**config.mk**
```make
export PLATFORM = sky130hd
export DESIGN_NAME = irq_wake_ctrl
export DESIGN_NICKNAME = d
export VERILOG_FILES = /design/src/rtl/irq_wake_ctrl.v
export VERILOG_INCLUDE_DIRS = /design/src /design/src/common
export SDC_FILE = /design/constraint.sdc
export NUM_CORES = 1
export LEC_CHECK = 0
export ABC_CLOCK_PERIOD_IN_PS = 2900
export BUFFER_PORTS_ARGS = -buffer_cell sky130_fd_sc_hd__buf_2
export CAP_MARGIN = 20
export CORE_MARGIN = 3
export CORE_UTILIZATION = 48
export CTS_CLUSTER_DIAMETER = 60
export CTS_CLUSTER_SIZE = 28
export DETAILED_ROUTE_END_ITERATION = 8
export PLACE_DENSITY = 0.83
export SLEW_MARGIN = 20
export SYNTH_ARGS = -nofsm -noshare
export SYNTH_HDL_FRONTEND = slang
export SYNTH_SLANG_ARGS = --single-unit
```
**constraint.sdc**
```tcl
create_clock -name clk -period 2.9 [get_ports clk]
set_input_delay 0.29 -clock clk [delete_from_list [all_inputs] [get_ports clk]]
set_output_delay 0.29 -clock clk [all_outputs]
set_load 0.05 [all_outputs]
```
**src/common/irq_wake_defines.vh**
```
// Constants for the interrupt entry and low-power wake controller
`ifndef IRQ_WAKE_DEFINES_VH
`define IRQ_WAKE_DEFINES_VH

// Register indices; byte address is four times the index
`define IDX_IOC 8'hc8
`define IDX_TSC 8'hd4
`define IDX_CONV 8'hd1
`define IDX_RLD 8'hd5
`define IDX_SER 8'he2
`define IDX_STAT 8'hf0

// Option register fields and reset value
`define IOC_RESET 8'h00
`define IOC_LES 6
`define IOC_POL 5
`define IOC_GEN 4

// Enable bit positions inside the peripheral control words
`define TSC_ETI 4
`define CONV_EAI 4
`define RLD_RELOAD_OVERFLOW_IRQ_ENABLE 0
`define RLD_COMPARE_IRQ_ENABLE 1
`define RLD_EIE 2
`define SER_SERIAL_IRQ_ENABLE 4

// Vector addresses in program space
`define VEC_NMI 12'hffc
`define VEC_1 12'hff6
`define VEC_2 12'hff4
`define VEC_3 12'hff2
`define VEC_4 12'hff0

// Flag set / core mode encodings
`define MODE_NORMAL 2'h0
`define MODE_INT 2'h1
`define MODE_NMI 2'h2

// Default oscillator settling count after a stop wake
`define STAB_DEFAULT 16'h0400

`endif

```
**src/rtl/irq_wake_ctrl.v**
```verilog
// Interrupt entry, return and low-power wake sequencing with Avalon slave
`timescale 1ns/1ns
`default_nettype none
`include "irq_wake_defines.vh"

// Summary of operation
// - Entry swaps flags to interrupt or NMI set
// - Entry pushes PC then loads vector address
// - Maskable lines blocked while servicing; NMI live
// - Entry clears serviced source's first latch
// - Return restores prior flag set, pops PC
// - Global enable clear masks all but NMI
// - Conversion done requests vector 4 if enabled
// - Reload timer flags request vector 3, gated
// - Serial done requests vector 2 if enabled
// - Wait halts execution; clock and peripherals run
// - Wait wake resumes with no settling delay
// - Reset during wait runs ordinary reset
// - Stop halts oscillator; wakes on external/reset
// - Stop wake waits for oscillator settling
// - Main-routine sleep: service first, then continue
// - NMI-routine sleep: resume only, stay NMI
// - Maskable-routine sleep, maskable wake: resume routine
// - Maskable-routine sleep, NMI wake: NMI first
// - Active watchdog turns stop into wait
// - Global enable clear: NMI cannot wake
// - Sleep skipped when enabled request pending
// - Lines sampled at each instruction end
// - Fixed priority vector 1 to 4, no nesting
// - Option register write-only, reset zero, fields
// - NMI falling edge latched, cleared on entry
module irq_wake_ctrl #(
    parameter STAB_CYCLES = `STAB_DEFAULT // Oscillator settling cycles
) (
    input wire clk,
    input wire rst,
    // Avalon-MM slave
    input wire [9:0] address,
    input wire read,
    input wire write,
    input wire [31:0] writedata,
    input wire [3:0] byteenable,
    output reg [31:0] readdata,
    output reg waitrequest,
    // Core side, same clock
    input wire instr_end,
    input wire return_from_interrupt_exec,
    input wire wait_exec,
    input wire stop_exec,
    input wire [11:0] pc_next,
    input wire watchdog_active,
    output reg irq_entry,
    output reg [11:0] vector_pc,
    output reg stack_push,
    output reg [11:0] push_pc,
    output reg stack_pop,
    output reg [1:0] flag_set,
    output reg core_halt,
    output reg osc_run,
    output reg core_resume,
    // Peripheral flags, same clock
    input wire timer_zero_flag,
    input wire conv_done_flag,
    input wire reload_overflow_flag,
    input wire compare_match_flag,
    input wire input_edge_flag,
    input wire serial_done_flag,
    // External pins, asynchronous
    input wire nmi_n,
    input wire port_ab_n,
    input wire port_c
);

    // Low-power states
    localparam ST_RUN = 2'h0;
    localparam ST_WAIT = 2'h1;
    localparam ST_STOP = 2'h2;
    localparam ST_STAB = 2'h3;

    reg [7:0] ioc_q; // Option register, write-only
    reg [7:0] tsc_q; // Timer control enables
    reg [7:0] conv_q; // Converter control enables
    reg [7:0] rld_q; // Reload timer mode enables
    reg [7:0] ser_q; // Serial mode enables
    reg [2:0] nmi_sy_q; // Sync pair plus edge history
    reg [2:0] ab_sy_q;
    reg [2:0] c_sy_q;
    reg nmi_lat_q; // NMI edge latch
    reg v1_first_q; // Vector 1 first/second latches
    reg v1_second_q;
    reg v2_first_q; // Vector 2 first/second latches
    reg v2_second_q;
    reg [1:0] stk0_q; // Saved flag sets
    reg [1:0] stk1_q;
    reg [1:0] lp_q; // Low-power state
    reg [15:0] stab_q; // Settling counter

    // Two-deep edge store: second edge kept, third lost; set wins
    function [1:0] latch2;
        input first;
        input second;
        input edge_in;
        input clr;
        reg f;
        begin
            f = first & ~clr;
            if (clr)
                f = second;
            latch2 = {f | (edge_in & ~f),
                      (second & ~clr) | (edge_in & f)};
        end
    endfunction

    // Register decode by word index
    function hit;
        input [9:0] a;
        input [7:0] idx;
        begin
            hit = (a[9:2] == idx) && (a[1:0] == 2'b00);
        end
    endfunction

    wire gen = ioc_q[`IOC_GEN];
    wire nmi_fall = nmi_sy_q[2] & ~nmi_sy_q[1];
    wire ab_fall = ab_sy_q[2] & ~ab_sy_q[1];
    wire c_edge = ioc_q[`IOC_POL] ? (~c_sy_q[2] & c_sy_q[1])
                                  : (c_sy_q[2] & ~c_sy_q[1]);

    // Level mode on vector 1 keeps no storage
    wire v1_req = ioc_q[`IOC_LES] ? ~ab_sy_q[1] : v1_first_q;
    wire v2_req = v2_first_q |
        (serial_done_flag & ser_q[`SER_SERIAL_IRQ_ENABLE]);
    wire v3_req = (reload_overflow_flag & rld_q[`RLD_RELOAD_OVERFLOW_IRQ_ENABLE]) |
        (compare_match_flag & rld_q[`RLD_COMPARE_IRQ_ENABLE]) |
        (input_edge_flag & rld_q[`RLD_EIE]);
    wire v4_req = (timer_zero_flag & tsc_q[`TSC_ETI]) |
        (conv_done_flag & conv_q[`CONV_EAI]);
    wire [3:0] mreq = {v4_req, v3_req, v2_req, v1_req} &
        {4{gen}};

    // External-only requests for stop wake
    wire ext_req = gen & (nmi_lat_q | v1_req | v2_first_q);
    wire any_wake = gen & (nmi_lat_q | (|mreq));
    wire pend = nmi_lat_q | (|mreq);

    // Entry choice: NMI over all, maskable only from normal mode
    wire take_nmi = nmi_lat_q & (flag_set != `MODE_NMI);
    wire take_m = (flag_set == `MODE_NORMAL) & (|mreq);
    reg [3:0] onehot;
    reg [11:0] vec_sel;
    always @* begin
        onehot = 4'h0;
        vec_sel = `VEC_4;
        if (mreq[0]) begin
            onehot = 4'h1;
            vec_sel = `VEC_1;
        end else if (mreq[1]) begin
            onehot = 4'h2;
            vec_sel = `VEC_2;
        end else if (mreq[2]) begin
            onehot = 4'h4;
            vec_sel = `VEC_3;
        end else if (mreq[3]) begin
            onehot = 4'h8;
            vec_sel = `VEC_4;
        end
    end

    // Decision points: instruction end, or a completed wake
    wire stab_done = (lp_q == ST_STAB) && (stab_q == 16'h0000);
    wire wake_now = ((lp_q == ST_WAIT) && any_wake) || stab_done;
    wire decide = ((lp_q == ST_RUN) && instr_end) || wake_now;
    wire enter_nmi = decide & take_nmi;
    wire enter_m = decide & ~take_nmi & take_m;
    wire enter = enter_nmi | enter_m;
    wire clr1 = enter_m & onehot[0] & ~ioc_q[`IOC_LES];
    wire clr2 = enter_m & onehot[1];
    wire [1:0] l1 = latch2(v1_first_q, v1_second_q,
                           ab_fall & ~ioc_q[`IOC_LES], clr1);
    wire [1:0] l2 = latch2(v2_first_q, v2_second_q, c_edge, clr2);
    wire sleep_ok = (lp_q == ST_RUN) & ~pend & ~enter;

    // Avalon access qualifiers
    wire acc = (read | write) & ~waitrequest;
    wire wr = write & ~waitrequest & byteenable[0];

    // Synchronisers for asynchronous pins
    always @(posedge clk or posedge rst) begin
        if (rst) begin
            nmi_sy_q <= 3'h7;
            ab_sy_q <= 3'h7;
            c_sy_q <= 3'h0;
        end else begin
            nmi_sy_q <= {nmi_sy_q[1:0], nmi_n};
            ab_sy_q <= {ab_sy_q[1:0], port_ab_n};
            c_sy_q <= {c_sy_q[1:0], port_c};
        end
    end

    // Register file; one wait state per access
    always @(posedge clk or posedge rst) begin
        if (rst) begin
            ioc_q <= `IOC_RESET;
            tsc_q <= 8'h00;
            conv_q <= 8'h00;
            rld_q <= 8'h00;
            ser_q <= 8'h00;
            waitrequest <= 1'b1;
            readdata <= 32'h00000000;
        end else begin
            // Release waitrequest for one cycle per request
            waitrequest <= ~((read | write) & waitrequest);
            if (wr && hit(address, `IDX_IOC))
                ioc_q <= writedata[7:0] & 8'h70;
            if (wr && hit(address, `IDX_TSC))
                tsc_q <= writedata[7:0];
            if (wr && hit(address, `IDX_CONV))
                conv_q <= writedata[7:0];
            if (wr && hit(address, `IDX_RLD))
                rld_q <= writedata[7:0];
            if (wr && hit(address, `IDX_SER))
                ser_q <= writedata[7:0];
            if ((read | write) && waitrequest) begin
                // Data readied as waitrequest drops
                readdata <= 32'h00000000;
                if (read && hit(address, `IDX_TSC))
                    readdata <= {24'h000000, tsc_q};
                else if (read && hit(address, `IDX_CONV))
                    readdata <= {24'h000000, conv_q};
                else if (read && hit(address, `IDX_RLD))
                    readdata <= {24'h000000, rld_q};
                else if (read && hit(address, `IDX_SER))
                    readdata <= {24'h000000, ser_q};
                else if (read && hit(address, `IDX_STAT))
                    readdata <= {16'h0000, 4'h0, mreq,
                                 nmi_lat_q, v1_first_q, v2_first_q,
                                 1'b0, lp_q, flag_set};
            end else if (acc) begin
                readdata <= 32'h00000000;
            end
        end
    end

    // Request latches
    always @(posedge clk or posedge rst) begin
        if (rst) begin
            nmi_lat_q <= 1'b0;
            v1_first_q <= 1'b0;
            v1_second_q <= 1'b0;
            v2_first_q <= 1'b0;
            v2_second_q <= 1'b0;
        end else begin
            // New edge beats the entry clear
            nmi_lat_q <= nmi_fall | (nmi_lat_q & ~enter_nmi);
            v1_first_q <= l1[1];
            v1_second_q <= l1[0];
            v2_first_q <= l2[1];
            v2_second_q <= l2[0];
        end
    end

    // Flag set tracking, stack of saved sets, core strobes
    always @(posedge clk or posedge rst) begin
        if (rst) begin
            flag_set <= `MODE_NORMAL;
            stk0_q <= `MODE_NORMAL;
            stk1_q <= `MODE_NORMAL;
            irq_entry <= 1'b0;
            vector_pc <= 12'h000;
            stack_push <= 1'b0;
            push_pc <= 12'h000;
            stack_pop <= 1'b0;
        end else begin
            irq_entry <= enter;
            stack_push <= enter;
            stack_pop <= return_from_interrupt_exec & ~enter;
            if (enter) begin
                // Save current set, switch to the new one
                flag_set <= enter_nmi ? `MODE_NMI : `MODE_INT;
                stk0_q <= flag_set;
                stk1_q <= stk0_q;
                push_pc <= pc_next;
                vector_pc <= enter_nmi ? `VEC_NMI : vec_sel;
            end else if (return_from_interrupt_exec) begin
                // Restore previous set
                flag_set <= stk0_q;
                stk0_q <= stk1_q;
                stk1_q <= `MODE_NORMAL;
            end
        end
    end

    // Low-power state machine; reset always returns to run
    always @(posedge clk or posedge rst) begin
        if (rst) begin
            lp_q <= ST_RUN;
            stab_q <= 16'h0000;
            core_halt <= 1'b0;
            osc_run <= 1'b1;
            core_resume <= 1'b0;
        end else begin
            core_resume <= 1'b0;
            case (lp_q)
                ST_RUN: begin
                    if (stop_exec && sleep_ok && !watchdog_active) begin
                        lp_q <= ST_STOP;
                        core_halt <= 1'b1;
                        osc_run <= 1'b0;
                    end else if ((wait_exec || stop_exec) && sleep_ok) begin
                        lp_q <= ST_WAIT;
                        core_halt <= 1'b1;
                    end
                end
                ST_WAIT: begin
                    if (any_wake) begin
                        // No settling; clock never stopped
                        lp_q <= ST_RUN;
                        core_halt <= 1'b0;
                        core_resume <= ~enter;
                    end
                end
                ST_STOP: begin
                    if (ext_req) begin
                        lp_q <= ST_STAB;
                        osc_run <= 1'b1;
                        stab_q <= STAB_CYCLES[15:0];
                    end
                end
                ST_STAB: begin
                    if (stab_q == 16'h0000) begin
                        // Entry (main or NMI) or plain resume
                        lp_q <= ST_RUN;
                        core_halt <= 1'b0;
                        core_resume <= ~enter;
                    end else begin
                        stab_q <= stab_q - 16'h0001;
                    end
                end
                default: begin
                    lp_q <= ST_RUN;
                    core_halt <= 1'b0;
                    osc_run <= 1'b1;
                end
            endcase
        end
    end

endmodule // irq_wake_ctrl
`default_nettype wire
```
==> results of run 1 <==
[placed cells by master (no fill, tap or decap), types with 7 or more instances in the layout]
master,n
nor2b_1,7
nand4_1,13
inv_1,15
conb_1,21
buf_2,92
mux2_4,14
nand2_1,33
a221oi_1,9
mux2_2,35
xor2_1,12
buf_4,17
nor3_1,8
nor2_1,38
o21ai_0,16
clkbuf_8,9
dfrtp_1,99
a21oi_1,9
dfstp_2,8
[Yosys cell counts, drive strengths merged (3+ instances only)]
master	n
nand3	6
nand2b	6
xor2	12
a221oi	9
buf	35
nor2	38
o21ai	21
a22o	6
nand2	33
o211a	6
mux2	49
o21bai	3
nor3	8
nor2b	7
a2111oi	7
o31ai	3
a21oi	9
o211ai	3
dfrtp	99
nor4	9
dfstp	8
nand4	13
mux2i	6
inv	16
nand4b	3
or4	4
clkbuf	13
and2	3
[registers in the layout, indices dropped and copies added (netlist names), 3 cells and up]
signal / count
rld_q: 8
nmi_sy_q: 3
ser_q: 8
readdata: 12
tsc_q: 8
ab_sy_q: 3
vector_pc: 4
push_pc: 12
stab_q: 16
ioc_q: 3
conv_q: 8
c_sy_q: 3
[cell families (layout without fill, tap and decap cells)]
family,count (synthesis),after routing,synth area share (%)
XOR/XNOR,12,12,1.98
other,1,21,0.0705
adder cells (fa/ha/maj),2,2,0.470
AO/OA/AOI/OAI,85,85,12.4
multiplexers,55,55,12.5
buffers and inverters,64,145,7.05
flip-flops,107,107,50.5
AND/OR/NAND/NOR,147,147,15.0
[final cells by class]
class / count / area share, %
clock buffers: 9 / 2.03
flip-flops and latches: 107 / 44.1
clock inverters: 7 / 1.23
inverters: 16 / 1.05
well taps: 136 / 2.79
repair buffers: 113 / 10.5
multi-input cells: 322 / 38.3
[stage by stage]
step	setup slack, ns	std cells	hold WS [ns]	total power (W)
after floorplan	0.443	493	0.294	0.00326
after global placement	0.413	691	0.338	0.00351
after detailed placement	0.336	691	0.338	0.00358
after CTS	0.321	710	0.0163	0.00450
after global routing	0.204	710	0.0289	0.00470
final	0.312	710	0.00958	0.00447
[worst max path at each step]
stage                  end      start  slack (ns)
6_report       push_pc[11]  stab_q[1]        0.31
3_3_place_gp    push_pc[1]  stab_q[0]        0.41
2_1_floorplan   push_pc[0]  stab_q[0]        0.44
5_1_grt         stab_q[12]  stab_q[2]        0.20
4_1_cts        push_pc[11]  stab_q[1]        0.32
3_5_place_dp    push_pc[8]  stab_q[1]        0.34
[routing by layer]
layer / vias to the layer above / GRT usage (%) / part of all wire [%]
met5: - / 0 / 0
met4: 0 / 6.57 / 1.8
met3: 19 / 5.46 / 8.5
met2: 172 / 33.2 / 48
met1: 2039 / 26.0 / 42
li1: 1866 / - / -
[report_power, final]
part / internal (W) / switching (W)
Combinational: 0.000510 / 0.00106
Sequential: 0.00174 / 0.000245
Clock: 0.000403 / 0.000513
==> flow_summary.ini, run 1 <==
[setup_path]
critPathArrivalTime_ns = 2.86
rr_endpoint = push_pc[11]
cp_num_cells = 7
cpMaxStageDelayCell = or4b_2
cp_cell_sequence = inv_1, ha_1, or4b_2, nor4_4, a31oi_4, a22o_4, mux2_4
r2r-start = stab_q[1]
worst-path-buf-inv = 1
start_kind = flop
crit_required_ns = 3.17
r2r_setup_slack_ns = 0.31
worstSetupEndpointType = flop
path_delay_family = simple AND/OR/NAND/NOR gates
worst-setup-path-type = reg2reg
reg2regPathDepth = 7
cp_max_fo = 21
critical_path.max_stage_delay_ns = 0.64

[clock_network]
cts_max_path_buffers = 2
cts_root_buf = clkbuf_8
path_clk_slew_ns = 0.09
post_cts_buffers = 0
clk_latency_ns = 0.38
cts_sinks = 107
ctsResizeCount = 0
htreeDepth = 3
hold_buffers = 3
cts_made_buffers = 9
cts_tree = done

[layout]
multi_input_area_sq_um = 2330
antenna_cells = 0
synthToLayoutAreaGrowth_pct = 14.5
fin_area_sq_um = 6090
final_core_util_pct = 57.7
final_nets = 647
seqCellArea_sq_um = 2690
nFillCells = 863
layout-drive-gt1-share_pct = 34.0

[routing]
via_per_inst = 5.77
totalWireLength_mm = 12.1
drt-initial-drc-count = 255
drc = 0
first_pass_iters = 5
routed-via-count = 4096
routedWlPerCell_um = 17.0
drtAntennaViolNets = 0

[logic_synthesis]
ys_seq_area_share_pct = 50.5
yosys.area.top_type = dfrtp_1
synthFlopType = dfrtp_1
syn_area_sq_um = 5320
synth_area_leaders = dfrtp_1 (47%), mux2_2 (7.4%), buf_4 (4.1%)
ys_ff_latch = 107
postSynth.asyncResetShare_pct = 100
yosysUniqueCellTypes = 65
yosys_warnings = 0
synth_top_area_share_pct = 46.6
synth_edf_count = 0
synth_cells = 473
avgSynthCellArea_sq_um = 11.3

[die]
fp.dieW_um = 111
die_h_um = 111
core-area_sq_um = 10600
dieArea_sq_um = 12400
fp-row-count = 37
io-pin-count = 141
start_util_pct = 50.4

[global_route]
antenna_found_initial = 0
grt_max_degree = 47
gr-total-overflow = 0
grt_usage_pct = 20.2
grt_first_pass_wirelength_mm = 20.3
first_global_vias = 4087

[timing]
fin_skew_ns = 0.00853
rsz0062_at_grt = false
slew_violations = 0
finalCritPeriodShare_pct = 89.2
setup_violations = 0
finalHoldViolCount = 0
fin_crit_ns = 2.59
tns_ns = 0
relSlewSlack_pct = 51.4
max_freq_ghz = 0.386
tightest_slew_ns = 0.727

[power]
powerDensity_nw_per_um2 = 733
irDropWorstVdd_uv = 577
leakagePower_nw = 2.90

[run_status]
status = finished clean

[flow_run]
maxCapViolations = 0

[placement]
port_buffers = 92
place.gp.congestion = 0.871
hpwl_mm = 8.94
placed_cell_area_sq_um = 5860

[hold_path]
hold_path_class = in2async
Power figures use the tool's default switching activity.
==> run 2, diff against run 1 <==
Settings changed: RECOVER_POWER from default to 50, REMOVE_ABC_BUFFERS from default to 1.
==> flow_summary.ini, run 2 (same netlist as run 1, synthesis figures left out) <==
[setup_path]
critPathArrivalTime_ns = 2.85
reg2regPathDepth = 5
cpMaxStageDelayCell = a222oi_1
start_kind = flop
worst-setup-path-type = reg2reg
r2r_setup_slack_ns = 0.33
critical_path.max_stage_delay_ns = 0.67
cp_max_fo = 21
rr_endpoint = push_pc[10]
r2r-start = rld_q[0]
cp_cell_sequence = a222oi_1, nand4_1, o311ai_2, a22o_4, mux2_2
worst-path-buf-inv = 0
worstSetupEndpointType = flop
path_delay_family = compound AO/OA/AOI/OAI gates
crit_required_ns = 3.18

[clock_network]
clk_latency_ns = 0.38
cts_made_buffers = 9
cts_sinks = 107
path_clk_slew_ns = 0.10
cts_root_buf = clkbuf_8
cts_tree = done
ctsResizeCount = 0
post_cts_buffers = 0
cts_max_path_buffers = 2
htreeDepth = 3

[die]
fp-row-count = 37
core-area_sq_um = 10600
die_h_um = 111
start_util_pct = 50.4
dieArea_sq_um = 12400
fp.dieW_um = 111
io-pin-count = 141

[global_route]
grtUsageMet2_pct = 32.8
grt_usage_pct = 19.9
antenna_found_initial = 0
gr-total-overflow = 0
grt_max_degree = 61
busiest_layer = met2
grt_first_pass_wirelength_mm = 20.1
first_global_vias = 4069
met1_usage_pct = 25.4
grt_util_met3_pct = 4.97

[layout]
largest_reg_flops = 16
nFillCells = 860
layout_commonest_cell = dfrtp_1
layout-drive-gt1-share_pct = 31.2
final_cell_mix = dfrtp_1 (99), buf_2 (80), nor2_1 (38), mux2_2 (35), nand2_1 (33)
synthToLayoutAreaGrowth_pct = 14.5
final_nets = 646
fin_area_sq_um = 6090
reg.largest.list = stab_q (16), push_pc (12), readdata (12)
top_register = stab_q
antenna_cells = 0

[routing]
routed-via-count = 4024
drc = 0
via_per_inst = 5.68
routedWlPerCell_um = 17.0
totalWireLength_mm = 12.0
drtAntennaViolNets = 0
drt-initial-drc-count = 263
first_pass_iters = 6

[power]
leakagePower_nw = 2.88
fin_total_pwr_w = 0.00464
powerDensity_nw_per_um2 = 762
irDropWorstVdd_uv = 518

[timing]
slew_violations = 61
fin_skew_ns = 0.0139
finalCritPeriodShare_pct = 88.7
max_freq_ghz = 0.389
setup_violations = 0
fin_crit_ns = 2.57
tightest_slew_ns = 2.16
finalHoldViolCount = 0
relSlewSlack_pct = -44.1
rsz0062_at_grt = false

[placement]
port_buffers = 92
placed_cell_area_sq_um = 5840
place.gp.congestion = 0.862
hpwl_mm = 8.71

[run_status]
violations = max-capacitance violations, max-slew violations
status = complete, but fails checks

[hold_path]
holdPathEnd = push_pc[8]
hold_path_class = in2reg
hold_depth = 2
hp-start = pc_next[8]

[flow_run]
maxCapViolations = 1
## run 2: changes by cell type in the layout (fill, tap and decap cells not counted), sizes merged
| cell | before | now |
|---|---|---|
| buf | 110 | 94 |
| clkbuf | 9 | 24 |
| clkinvlp | 4 | 0 |
| bufinv | 1 | 3 |
| clkinv | 1 | 3 |
## run 2: worst max-delay path by stage
stage                     startpoint           to  slack (ns)  cells after the start
final                       rld_q[0]  push_pc[10]        0.33                      5
after global routing        rld_q[0]  push_pc[10]        0.22                      5
after CTS                  stab_q[0]   push_pc[0]        0.33                      7
after detailed placement    rld_q[0]  push_pc[10]        0.36                      5
after global placement     stab_q[0]   push_pc[5]        0.39                      7
after floorplan                  rst    c_sy_q[0]       -0.19                      1
## run 2: worst reg2reg max path: stages (launching register included)
cell,delay [ns]
dfrtp_1,0.41
a222oi_1,0.67
nand4_1,0.28
o311ai_2,0.35
a22o_4,0.39
mux2_2,0.38
## run 2: per-layer routing
metal	vias up	wire, um
met4	0	247
met3	23	816
met1	1974	5090
met2	158	5880
li1	1869	-
met5	-	0
## run 2: power breakdown
part | switching (W) | leakage (nW) | internal, W | total [W]
Sequential | 0.000243 | 1.36 | 0.00174 | 0.00198
Combinational | 0.00106 | 1.40 | 0.000498 | 0.00156
Clock | 0.000524 | 0.125 | 0.000581 | 0.00110
## run 2: cell type report
class | count | area, sq um | area share, %
clock inverters | 7 | 124 | 2.03
clock buffers | 9 | 124 | 2.03
repair buffers | 112 | 594 | 9.75
well taps | 136 | 170 | 2.79
multi-input cells | 322 | 2330 | 38.3
inverters | 16 | 60.1 | 0.986
flip-flops and latches | 107 | 2690 | 44.1
## run 2: what timing repair did
item                                    CTS  global route
endpoints found under the hold margin     3             0
hold buffers                              3             0
endpoints found under the setup margin    0             0
## run 2: per-stage QoR
stage | setup WS, ns | setup TNS (ns) | hold slack [ns] | cells | util, %
after floorplan | -0.194 | -19.88 | 0.294 | 445 | -
after global placement | 0.388 | 0 | 0.333 | 690 | 55.3
after detailed placement | 0.362 | 0 | 0.339 | 690 | 55.3
after CTS | 0.332 | 0 | 0.0493 | 709 | 58.0
after global routing | 0.220 | 0 | 0.118 | 709 | 57.7
final | 0.326 | 0 | 0.132 | 709 | 57.7
